`src/pmic_ldo_charger_regs_map.svh`:
```
/*
  Offsets, field positions, reset values and pin-filter figures for the
  regulator and charger control register bank.
  Assumes byte-wide registers addressed by an 8-bit register number.
*/
`ifndef PMIC_LDO_CHARGER_REGS_MAP_SVH
`define PMIC_LDO_CHARGER_REGS_MAP_SVH

// ==========================================================================
// register offsets
`define LDO_A_LEVEL_ADDR        8'h70
`define LDO_A_CONTROL_ADDR      8'h71
`define LDO_B_LEVEL_ADDR        8'h80
`define LDO_B_CONTROL_ADDR      8'h81
`define KEEPALIVE_ENABLES_ADDR  8'h91
`define CHARGER_CONTROL_ADDR    8'ha1
`define CHARGER_IRQ_STATUS_ADDR 8'ha8
`define CHARGER_IRQ_CONTROL_ADDR 8'ha9

// ==========================================================================
// field positions
`define LEVEL_MSB               5
`define LDO_ENABLE_BIT          7
`define LDO_BLEED_BIT           2
`define LDO_FAULT_ALLOW_BIT     1
`define LDO_POWER_GOOD_BIT      0
`define KEEPALIVE_A_BIT         7
`define KEEPALIVE_B_BIT         6
`define CHG_SUSPEND_BIT         7
`define CHG_TOTAL_LIMIT_MSB     5
`define CHG_TOTAL_LIMIT_LSB     4
`define CHG_PRE_LIMIT_MSB       3
`define CHG_PRE_LIMIT_LSB       2
`define CHG_CURRENT_BIT         1
`define CHG_OVP_BIT             0
`define TIMEOUT_STATUS_BIT      7
`define TOTAL_TIMEOUT_EN_BIT    7
`define PRE_TIMEOUT_EN_BIT      3

// ==========================================================================
// reset values
`define LEVEL_RESET             6'h00
`define TIMER_LIMIT_RESET       2'h0
`define BYTE_ZERO               8'h00

// ==========================================================================
// pin inputs
`define PIN_COUNT               5
`define PIN_LDO_A_GOOD          0
`define PIN_LDO_B_GOOD          1
`define PIN_TOTAL_EXPIRED       2
`define PIN_PRE_EXPIRED         3
`define PIN_INPUT_IN_WINDOW     4

`endif

```
`src/pmic_ldo_charger_regs_pkg.sv`:
```
/*
  Types shared by the regulator and charger register bank.
  Assumes the constants header supplies offsets and fields.
*/
package pmic_ldo_charger_regs_pkg;

    typedef logic [7:0] reg_byte_t;
    typedef logic [5:0] level_t;
    typedef logic [1:0] timer_limit_t;

endpackage : pmic_ldo_charger_regs_pkg

```
`src/pmic_ldo_charger_regs.sv`:
```
/*
  Byte-wide control and status register bank for two low-noise regulators,
  two keep-alive regulators and the battery charger controls.
  Assumes a serial management front end on i_clk that presents one register
  access at a time as address, data and a one-cycle strobe; analog status
  lines arrive asynchronously and are filtered here.
*/
//
// Function
// - six-bit level field, upper two bits reserved
// - control bit 7 switches regulator on/off
// - bleed bit discharges output while regulator off
// - control bit 1 allows regulator fault interrupts
// - control bit 0 reads power-good, read-only
// - keep-alive bit 7 enables first regulator
// - keep-alive bit 6 enables second; rest reserved
// - charger bit 7 suspends charging until cleared
// - bits 5:4 select total timer; bit 6 reserved
// - bits 3:2 select precondition timer limit
// - bit 1 selects charge current
// - bit 0 selects input over-voltage threshold
// - status bit arms and reports time-out interrupt
// - time-out status valid only with input in window
// - total time-out enable bit raises interrupt
// - precondition time-out enable bit raises interrupt
`include "pmic_ldo_charger_regs_map.svh"

module pmic_ldo_charger_regs (
    input  wire logic                              i_clk,
    input  wire logic                              i_rst_b,
    input  wire logic [7:0]                        i_reg_addr,
    input  wire logic [7:0]                        i_reg_wdata,
    input  wire logic                              i_reg_wr,
    input  wire logic                              i_reg_rd,
    output logic      [7:0]                        o_reg_rdata,
    output logic                                   o_reg_rvalid,
    input  wire logic                              i_ldo_a_good,
    input  wire logic                              i_ldo_b_good,
    input  wire logic                              i_total_expired,
    input  wire logic                              i_pre_expired,
    input  wire logic                              i_input_in_window,
    output pmic_ldo_charger_regs_pkg::level_t      o_ldo_a_output_level_select,
    output logic                                   o_ldo_a_enable,
    output logic                                   o_ldo_a_bleed_on,
    output logic                                   o_ldo_a_fault_irq_allow,
    output pmic_ldo_charger_regs_pkg::level_t      o_ldo_b_output_level_select,
    output logic                                   o_ldo_b_enable,
    output logic                                   o_ldo_b_bleed_on,
    output logic                                   o_ldo_b_fault_irq_allow,
    output logic                                   o_keepalive_a_enable,
    output logic                                   o_keepalive_b_enable,
    output logic                                   o_charge_suspend,
    output pmic_ldo_charger_regs_pkg::timer_limit_t o_total_timer_limit,
    output pmic_ldo_charger_regs_pkg::timer_limit_t o_precondition_timer_limit,
    output logic                                   o_charge_current_select,
    output logic                                   o_input_overvoltage_threshold_select,
    output logic                                   o_timeout_irq
);

    // ======================================================================
    // pin filtering
    logic [`PIN_COUNT-1:0] pins_raw, pin_s1_r, pin_s2_r, pin_s3_r;
    logic [`PIN_COUNT-1:0] pin_f_r, pin_f_prev_r;

    assign pins_raw = {i_input_in_window, i_pre_expired, i_total_expired,
                       i_ldo_b_good, i_ldo_a_good};

    // three-stage synchroniser; first stage feeds only the second
    always_ff @(posedge i_clk) begin
        if (!i_rst_b) begin
            pin_s1_r <= '0;
            pin_s2_r <= '0;
            pin_s3_r <= '0;
        end else begin
            pin_s1_r <= pins_raw;
            pin_s2_r <= pin_s1_r;
            pin_s3_r <= pin_s2_r;
        end
    end

    // a change counts only once stages two and three agree
    genvar gi;
    generate
        for (gi = 0; gi < `PIN_COUNT; gi++) begin : g_pin_filter
            always_ff @(posedge i_clk) begin
                if (!i_rst_b) begin
                    pin_f_r[gi]      <= 1'b0;
                    pin_f_prev_r[gi] <= 1'b0;
                end else begin
                    if (pin_s2_r[gi] == pin_s3_r[gi]) begin
                        pin_f_r[gi] <= pin_s3_r[gi];
                    end
                    pin_f_prev_r[gi] <= pin_f_r[gi];
                end
            end
        end
    endgenerate

    logic in_window, total_rise, pre_rise;

    assign in_window  = pin_f_r[`PIN_INPUT_IN_WINDOW];
    assign total_rise = pin_f_r[`PIN_TOTAL_EXPIRED] & ~pin_f_prev_r[`PIN_TOTAL_EXPIRED];
    assign pre_rise   = pin_f_r[`PIN_PRE_EXPIRED] & ~pin_f_prev_r[`PIN_PRE_EXPIRED];

    // ======================================================================
    // write decode
    logic wr_a_level, wr_a_ctrl, wr_b_level, wr_b_ctrl, wr_keep;
    logic wr_chg, wr_irq_stat, wr_irq_ctrl, rd_irq_stat;

    assign wr_a_level  = i_reg_wr && (i_reg_addr == `LDO_A_LEVEL_ADDR);
    assign wr_a_ctrl   = i_reg_wr && (i_reg_addr == `LDO_A_CONTROL_ADDR);
    assign wr_b_level  = i_reg_wr && (i_reg_addr == `LDO_B_LEVEL_ADDR);
    assign wr_b_ctrl   = i_reg_wr && (i_reg_addr == `LDO_B_CONTROL_ADDR);
    assign wr_keep     = i_reg_wr && (i_reg_addr == `KEEPALIVE_ENABLES_ADDR);
    assign wr_chg      = i_reg_wr && (i_reg_addr == `CHARGER_CONTROL_ADDR);
    assign wr_irq_stat = i_reg_wr && (i_reg_addr == `CHARGER_IRQ_STATUS_ADDR);
    assign wr_irq_ctrl = i_reg_wr && (i_reg_addr == `CHARGER_IRQ_CONTROL_ADDR);
    assign rd_irq_stat = i_reg_rd && (i_reg_addr == `CHARGER_IRQ_STATUS_ADDR);

    // ======================================================================
    // regulator registers; only documented fields are stored
    logic ldo_a_bleed_r, ldo_b_bleed_r; // bleed setting; path drive also needs the enable clear
    always_ff @(posedge i_clk) begin
        if (!i_rst_b) begin
            o_ldo_a_output_level_select <= `LEVEL_RESET;
            o_ldo_b_output_level_select <= `LEVEL_RESET;
        end else begin
            if (wr_a_level) begin
                o_ldo_a_output_level_select <= i_reg_wdata[`LEVEL_MSB:0];
            end
            if (wr_b_level) begin
                o_ldo_b_output_level_select <= i_reg_wdata[`LEVEL_MSB:0];
            end
        end
    end

    always_ff @(posedge i_clk) begin
        if (!i_rst_b) begin
            o_ldo_a_enable          <= 1'b0;
            o_ldo_a_fault_irq_allow <= 1'b0;
            o_ldo_b_enable          <= 1'b0;
            o_ldo_b_fault_irq_allow <= 1'b0;
            ldo_a_bleed_r           <= 1'b0;
            ldo_b_bleed_r           <= 1'b0;
        end else begin
            if (wr_a_ctrl) begin
                o_ldo_a_enable          <= i_reg_wdata[`LDO_ENABLE_BIT];
                o_ldo_a_fault_irq_allow <= i_reg_wdata[`LDO_FAULT_ALLOW_BIT];
                ldo_a_bleed_r           <= i_reg_wdata[`LDO_BLEED_BIT];
            end
            if (wr_b_ctrl) begin
                o_ldo_b_enable          <= i_reg_wdata[`LDO_ENABLE_BIT];
                o_ldo_b_fault_irq_allow <= i_reg_wdata[`LDO_FAULT_ALLOW_BIT];
                ldo_b_bleed_r           <= i_reg_wdata[`LDO_BLEED_BIT];
            end
        end
    end

    // discharge path follows shut-down one cycle late, so it can overlap the first enabled cycle
    always_ff @(posedge i_clk) begin
        if (!i_rst_b) begin
            o_ldo_a_bleed_on <= 1'b0;
            o_ldo_b_bleed_on <= 1'b0;
        end else begin
            o_ldo_a_bleed_on <= ldo_a_bleed_r & ~o_ldo_a_enable;
            o_ldo_b_bleed_on <= ldo_b_bleed_r & ~o_ldo_b_enable;
        end
    end

    // ======================================================================
    // keep-alive and charger control
    always_ff @(posedge i_clk) begin
        if (!i_rst_b) begin
            o_keepalive_a_enable <= 1'b0;
            o_keepalive_b_enable <= 1'b0;
        end else if (wr_keep) begin
            o_keepalive_a_enable <= i_reg_wdata[`KEEPALIVE_A_BIT];
            o_keepalive_b_enable <= i_reg_wdata[`KEEPALIVE_B_BIT];
        end
    end

    always_ff @(posedge i_clk) begin
        if (!i_rst_b) begin
            o_charge_suspend                     <= 1'b0;
            o_total_timer_limit                  <= `TIMER_LIMIT_RESET;
            o_precondition_timer_limit           <= `TIMER_LIMIT_RESET;
            o_charge_current_select              <= 1'b0;
            o_input_overvoltage_threshold_select <= 1'b0;
        end else if (wr_chg) begin
            o_charge_suspend <= i_reg_wdata[`CHG_SUSPEND_BIT];
            o_total_timer_limit <=
                i_reg_wdata[`CHG_TOTAL_LIMIT_MSB:`CHG_TOTAL_LIMIT_LSB];
            o_precondition_timer_limit <=
                i_reg_wdata[`CHG_PRE_LIMIT_MSB:`CHG_PRE_LIMIT_LSB];
            o_charge_current_select <= i_reg_wdata[`CHG_CURRENT_BIT];
            o_input_overvoltage_threshold_select <= i_reg_wdata[`CHG_OVP_BIT];
        end
    end

    // ======================================================================
    // charge time-out interrupt
    logic timeout_arm_r, total_timeout_irq_enable_r, precondition_timeout_irq_enable_r;
    logic timeout_hit, timeout_clear;

    always_ff @(posedge i_clk) begin
        if (!i_rst_b) begin
            timeout_arm_r                     <= 1'b0;
            total_timeout_irq_enable_r        <= 1'b0;
            precondition_timeout_irq_enable_r <= 1'b0;
        end else begin
            if (wr_irq_stat) begin
                timeout_arm_r <= i_reg_wdata[`TIMEOUT_STATUS_BIT];
            end
            if (wr_irq_ctrl) begin
                total_timeout_irq_enable_r <= i_reg_wdata[`TOTAL_TIMEOUT_EN_BIT];
                precondition_timeout_irq_enable_r <= i_reg_wdata[`PRE_TIMEOUT_EN_BIT];
            end
        end
    end

    // expiry only counts with the charger input inside its valid window
    assign timeout_hit = timeout_arm_r & in_window &
                         ((total_rise & total_timeout_irq_enable_r) |
                          (pre_rise & precondition_timeout_irq_enable_r));
    assign timeout_clear = rd_irq_stat | (wr_irq_stat & ~i_reg_wdata[`TIMEOUT_STATUS_BIT]);

    // sticky until read or a zero write to the status bit; a hit in the clearing cycle is kept
    always_ff @(posedge i_clk) begin
        if (!i_rst_b) begin
            o_timeout_irq <= 1'b0;
        end else if (timeout_hit) begin
            o_timeout_irq <= 1'b1;
        end else if (timeout_clear) begin
            o_timeout_irq <= 1'b0;
        end
    end

    // ======================================================================
    // read path; reserved and unmapped positions read zero
    pmic_ldo_charger_regs_pkg::reg_byte_t rd_mux;

    always_comb begin
        rd_mux = `BYTE_ZERO;
        if (i_reg_addr == `LDO_A_LEVEL_ADDR) begin
            rd_mux[`LEVEL_MSB:0] = o_ldo_a_output_level_select;
        end else if (i_reg_addr == `LDO_A_CONTROL_ADDR) begin
            rd_mux[`LDO_ENABLE_BIT]      = o_ldo_a_enable;
            rd_mux[`LDO_BLEED_BIT]       = ldo_a_bleed_r;
            rd_mux[`LDO_FAULT_ALLOW_BIT] = o_ldo_a_fault_irq_allow;
            rd_mux[`LDO_POWER_GOOD_BIT]  = pin_f_r[`PIN_LDO_A_GOOD];
        end else if (i_reg_addr == `LDO_B_LEVEL_ADDR) begin
            rd_mux[`LEVEL_MSB:0] = o_ldo_b_output_level_select;
        end else if (i_reg_addr == `LDO_B_CONTROL_ADDR) begin
            rd_mux[`LDO_ENABLE_BIT]      = o_ldo_b_enable;
            rd_mux[`LDO_BLEED_BIT]       = ldo_b_bleed_r;
            rd_mux[`LDO_FAULT_ALLOW_BIT] = o_ldo_b_fault_irq_allow;
            rd_mux[`LDO_POWER_GOOD_BIT]  = pin_f_r[`PIN_LDO_B_GOOD];
        end else if (i_reg_addr == `KEEPALIVE_ENABLES_ADDR) begin
            rd_mux[`KEEPALIVE_A_BIT] = o_keepalive_a_enable;
            rd_mux[`KEEPALIVE_B_BIT] = o_keepalive_b_enable;
        end else if (i_reg_addr == `CHARGER_CONTROL_ADDR) begin
            rd_mux[`CHG_SUSPEND_BIT] = o_charge_suspend;
            rd_mux[`CHG_TOTAL_LIMIT_MSB:`CHG_TOTAL_LIMIT_LSB] = o_total_timer_limit;
            rd_mux[`CHG_PRE_LIMIT_MSB:`CHG_PRE_LIMIT_LSB] = o_precondition_timer_limit;
            rd_mux[`CHG_CURRENT_BIT] = o_charge_current_select;
            rd_mux[`CHG_OVP_BIT]     = o_input_overvoltage_threshold_select;
        end else if (i_reg_addr == `CHARGER_IRQ_STATUS_ADDR) begin
            rd_mux[`TIMEOUT_STATUS_BIT] = o_timeout_irq & in_window;
        end else if (i_reg_addr == `CHARGER_IRQ_CONTROL_ADDR) begin
            rd_mux[`TOTAL_TIMEOUT_EN_BIT] = total_timeout_irq_enable_r;
            rd_mux[`PRE_TIMEOUT_EN_BIT]   = precondition_timeout_irq_enable_r;
        end
    end

    always_ff @(posedge i_clk) begin
        if (!i_rst_b) begin
            o_reg_rdata  <= `BYTE_ZERO;
            o_reg_rvalid <= 1'b0;
        end else begin
            o_reg_rvalid <= i_reg_rd;
            if (i_reg_rd) begin
                o_reg_rdata <= rd_mux;
            end
        end
    end

    // ======================================================================
    // checks
    a_level_write: assert property (@(posedge i_clk) disable iff (!i_rst_b)
        wr_a_level |=> o_ldo_a_output_level_select == $past(i_reg_wdata[5:0]))
        else $error("level field not taken from write");

    a_enable_write: assert property (@(posedge i_clk) disable iff (!i_rst_b)
        wr_b_ctrl |=> o_ldo_b_enable == $past(i_reg_wdata[7]))
        else $error("regulator enable not taken from write");

    a_bleed_off_when_on: assert property (@(posedge i_clk) disable iff (!i_rst_b)
        o_ldo_a_enable ##1 o_ldo_a_enable |-> !o_ldo_a_bleed_on)
        else $error("discharge path on while regulator runs");

    a_fault_allow_hold: assert property (@(posedge i_clk) disable iff (!i_rst_b)
        !wr_a_ctrl |=> $stable(o_ldo_a_fault_irq_allow))
        else $error("fault allow changed without a write");

    a_power_good_read: assert property (@(posedge i_clk) disable iff (!i_rst_b)
        (i_reg_rd && i_reg_addr == 8'h71) |=> o_reg_rdata[0] == $past(pin_f_r[0]))
        else $error("power-good readback wrong");

    a_keepalive_write: assert property (@(posedge i_clk) disable iff (!i_rst_b)
        wr_keep |=> o_keepalive_a_enable == $past(i_reg_wdata[7])
                 && o_keepalive_b_enable == $past(i_reg_wdata[6]))
        else $error("keep-alive enables not taken");

    a_charger_write: assert property (@(posedge i_clk) disable iff (!i_rst_b)
        wr_chg |=> o_total_timer_limit == $past(i_reg_wdata[5:4])
                && o_precondition_timer_limit == $past(i_reg_wdata[3:2])
                && o_charge_suspend == $past(i_reg_wdata[7]))
        else $error("charger control fields not taken");

    a_timeout_sticky: assert property (@(posedge i_clk) disable iff (!i_rst_b)
        timeout_hit |=> o_timeout_irq [*1] ##0 (o_timeout_irq || timeout_clear))
        else $error("time-out interrupt not raised");

    a_timeout_window: assert property (@(posedge i_clk) disable iff (!i_rst_b)
        (o_timeout_irq && !$past(o_timeout_irq)) |-> $past(in_window))
        else $error("time-out raised outside input window");

    a_reserved_zero: assert property (@(posedge i_clk) disable iff (!i_rst_b)
        o_reg_rvalid && $past(i_reg_addr) == 8'h91 |-> o_reg_rdata[5:0] == 6'h00)
        else $error("reserved bits not zero");

endmodule : pmic_ldo_charger_regs

```
`config.mk`:
```
export PLATFORM = sky130hd
export DESIGN_NAME = pmic_ldo_charger_regs
export DESIGN_NICKNAME = d
export VERILOG_FILES = /design/src/pmic_ldo_charger_regs_pkg.sv /design/src/pmic_ldo_charger_regs.sv
export VERILOG_INCLUDE_DIRS = /design/src
export SDC_FILE = /design/constraint.sdc
export NUM_CORES = 1
export LEC_CHECK = 0
export BUFFER_PORTS_ARGS = -buffer_cell sky130_fd_sc_hd__clkbuf_2
export CORE_ASPECT_RATIO = 0.6
export CORE_MARGIN = 2
export CORE_UTILIZATION = 40
export CTS_BUF_LIST = sky130_fd_sc_hd__clkbuf_8
export DETAILED_ROUTE_END_ITERATION = 16
export GPL_ROUTABILITY_DRIVEN = 0
export PLACE_DENSITY_LB_ADDON = 0.12
export SYNTH_ARGS = -nofsm -noshare
export SYNTH_HDL_FRONTEND = slang
export SYNTH_SLANG_ARGS = --single-unit
```
`constraint.sdc`:
```
create_clock -name i_clk -period 2.5 [get_ports i_clk]
set_clock_uncertainty 0.1 [all_clocks]
set_input_delay 0.25 -clock i_clk [delete_from_list [all_inputs] [get_ports i_clk]]
set_output_delay 0.25 -clock i_clk [all_outputs]
set_load 0.02 [all_outputs]
```
==> impl_metrics.py <==
metrics = {
    "placed_design": {
        "portBuffers": 61,
        "dp_hpwl_um": 4890,
        "placed_area_um2": 2990,
    },
    "clock_network": {
        "cts.clk_slew.worst_paths_ns": 0.07,
        "cts_resized": 0,
        "cts_root_buf": "clkbuf_8",
        "numCtsBuffers": 9,
        "h-tree-depth": 3,
        "clk_latency_ns": 0.34,
        "cts.sinks": 64,
        "clockBufferDepth": 2,
        "cts_tree": "built",
    },
    "worst_setup_path": {
        "cp_cell_sequence": "clkbuf_2, nor4b_4, and3_1, mux2i_1, nor2_1",
        "cp_data_arrival_time_ns": 1.85,
        "end_kind": "flip-flop",
        "cp.required_ns": 2.63,
        "crit_type": "input pin to flip-flop",
        "crit_family": "simple AND/OR/NAND/NOR gates",
        "path_buf_inv": 1,
        "cpPeakStageDelay_ns": 0.57,
        "crit_start": "i_reg_addr[5]",
        "start_kind": "input pin",
        "worstPathMaxFanout": 9,
        "rr_startpoint": "precondition_timeout_irq_enable_r",
        "cpMaxStageDelayCell": "nor4b_4",
    },
    "route": {
        "totalWireLength_um": 6690,
        "first_iter_violations": 118,
        "wl_per_cell_um": 15.9,
        "vias": 2252,
        "routed_via_density": 5.35,
        "ant_nets": 0,
        "firstDrtPassIters": 4,
        "drc": 0,
    },
    "status": {
        "status": "complete, no violations",
    },
    "pwr": {
        "power_leakage_uw": 0.00140,
        "power_density_nw_per_um2": 639,
        "ir_drop_v": 0.000359,
    },
    "floorplanning": {
        "fp.dieH_um": 66.9,
        "initial_utilization_pct": 42.3,
        "core_area_um2": 6250,
        "io_pins": 62,
        "rows": 22,
        "dieArea_um2": 7290,
        "die_w_um": 109,
    },
    "finish": {
        "drive_gt1_share_pct": 27.0,
        "area_growth_pct": 21.5,
        "antenna_cells": 0,
        "post-route-cell-area_um2": 3210,
        "nets": 357,
    },
    "global_routing": {
        "antenna_found_initial": 0,
        "grt_pass1_wl_um": 10900,
        "track_usage_pct": 20.3,
        "grt_max_degree": 23,
        "overflow": 0,
        "grt_pass1_vias": 2100,
    },
    "sta": {
        "worst-slew-pin-transition_ns": 0.784,
        "rsz0062_at_grt": "false",
        "period_needed_ns": 1.71,
        "max_freq_mhz": 583,
        "finalHoldViolCount": 0,
        "tns_ns": 0,
        "maxSlewHeadroom_pct": 47.0,
        "setup_viol": 0,
        "drv_slew": 0,
        "post-route-period-util_pct": 68.6,
    },
    "synth": {
        "netlist_instances": 270,
        "synth.distinct_cells": 39,
        "syn_area_um2": 2640,
        "ys_seq_elements": 64,
        "seq_area_frac_synth_pct": 48.5,
        "avgSynthCellArea_um2": 9.78,
        "ys_warn_count": 0,
        "syn-num-nets": 295,
    },
    "job": {
        "drv_cap": 0,
    },
    "min_path": {
        "hold_path_class": "input pin to flip-flop",
        "min_from": "i_ldo_b_good",
    },
}
[worst reg2reg max path, cell delays in order (launching register included)]
cell and delay [ns]:
dfxtp_1 0.33, mux2_2 0.26, nand4_1 0.09, o31ai_1 0.07
a32o_1 0.25
[metal layers]
layer  up-vias  part of all wire, %  GRT usage, %
met5         -                    0             0
met4         0                 0.55          3.85
met3         4                  8.2          7.73
met2        99                   38          26.9
met1      1067                   54          30.4
li1       1082                    -             -
[kinds of logic (layout without fill, tap and decap cells)]
kind of cell | Yosys count | after routing | share of synthesized area [%]
flip-flops | 64 | 64 | 48.5
multiplexers | 34 | 34 | 12.9
AO/OA/AOI/OAI | 47 | 47 | 11.2
AND/OR/NAND/NOR | 103 | 103 | 22.9
buffers and inverters | 22 | 89 | 4.41
[cell type report]
cell class / count / area, um2
Fill cell: 601 / 3040
Sequential cell: 64 / 1280
Multi-Input combinational cell: 184 / 1240
Timing Repair Buffer: 66 / 345
Clock buffer: 11 / 151
Tap cell: 84 / 105
Clock inverter: 5 / 55.1
Inverter: 7 / 26.3
[worst paths after layout]
check / to / depth (start not counted) / slack [ns]
max: o_ldo_b_output_level_select[1] / 5 / 0.79
min: pin_s1_r[1] / 2 / 0.01
max reg2reg: o_reg_rdata[3] / 4 / 1.30
min reg2reg: pin_s2_r[1] / 1 / 0.33
[registers in the layout (all words and copies together) (netlist names), 2 cells and up]
register                     flops
o_ldo_a_output_level_select      6
pin_s2_r                         5
o_total_timer_limit              2
pin_f_prev_r                     2
pin_s3_r                         5
o_reg_rdata                      8
o_ldo_b_output_level_select      6
pin_s1_r                         5
o_precondition_timer_limit       2
pin_f_r                          4
[where the power goes]
| group | switching [uW] | internal [uW] |
|---|---|---|
| Combinational | 73.0 | 39.9 |
| Clock | 392 | 511 |
| Sequential | 3.95 | 1030 |
| Total | 469 | 1580 |
[synthesized netlist by cell type, drive strengths merged]
| cell type | count | share of area [%] |
|---|---|---|
| a21oi | 12 | 2.3 |
| a22o | 2 | 0.66 |
| a22oi | 4 | 1.1 |
| a31oi | 3 | 0.71 |
| a32o | 3 | 1.1 |
| a32oi | 1 | 0.33 |
| and2 | 18 | 4.3 |
| and3 | 3 | 0.71 |
| and4b | 1 | 0.38 |
| and4bb | 2 | 0.95 |
| buf | 6 | 2.1 |
| clkbuf | 9 | 1.3 |
| clkinv | 1 | 0.14 |
| dfxtp | 64 | 49 |
| inv | 6 | 0.85 |
| mux2 | 1 | 0.43 |
| mux2i | 33 | 13 |
| nand2 | 16 | 2.3 |
| nand2b | 4 | 0.95 |
| nand3 | 7 | 1.5 |
| nand3b | 2 | 0.57 |
| nand4 | 4 | 0.95 |
| nand4b | 2 | 0.66 |
| nor2 | 33 | 4.8 |
| nor2b | 1 | 0.24 |
| nor3 | 1 | 0.38 |
| nor3b | 3 | 0.85 |
| nor4b | 4 | 2.5 |
| o21ai | 14 | 2.7 |
| o21bai | 1 | 0.28 |
| o22ai | 2 | 0.47 |
| o31ai | 2 | 0.57 |
| o32ai | 3 | 1.0 |
| or3 | 1 | 0.43 |
| or4b | 1 | 0.52 |
[metrics by stage]
stage          total power, uW  cells  hold slack, ns  setup slack (ns)  utilization [%]
2_1_floorplan             1120    270           0.277             0.974                -
4_1_cts                   2070    420         0.00207             0.834             51.2
3_5_place_dp              1170    404           0.320             0.469             47.9
6_report                  2050    421          0.0133             0.785             51.3
5_1_grt                   2140    421         0.00687             0.731             51.3
3_3_place_gp              1170    404           0.318             0.479             47.9
[timing repair]
| item | CTS | global route |
|---|---|---|
| hold buffers | 0 | 1 |
| hold endpoints to repair | 0 | 1 |
| buffers inserted | 0 | 0 |
[layout by cell type (no fill, tap or decap), types with 3 or more instances in the layout]
master / netlist / final
and3_1: 3 / 3
nand4_1: 4 / 4
nand2_1: 16 / 16
and2_1: 18 / 18
a21oi_1: 12 / 12
mux2i_1: 33 / 33
o32ai_1: 3 / 3
nor2_1: 32 / 32
clkbuf_8: 0 / 11
dfxtp_1: 64 / 64
inv_1: 6 / 6
o21ai_0: 14 / 14
a22oi_1: 4 / 4
a31oi_1: 3 / 3
nand2b_1: 4 / 4
buf_4: 3 / 4
nand3_1: 6 / 6
nor3b_1: 3 / 3
a32o_1: 3 / 3
clkbuf_2: 0 / 61
No activity file was read; power rests on OpenSTA's default activity.
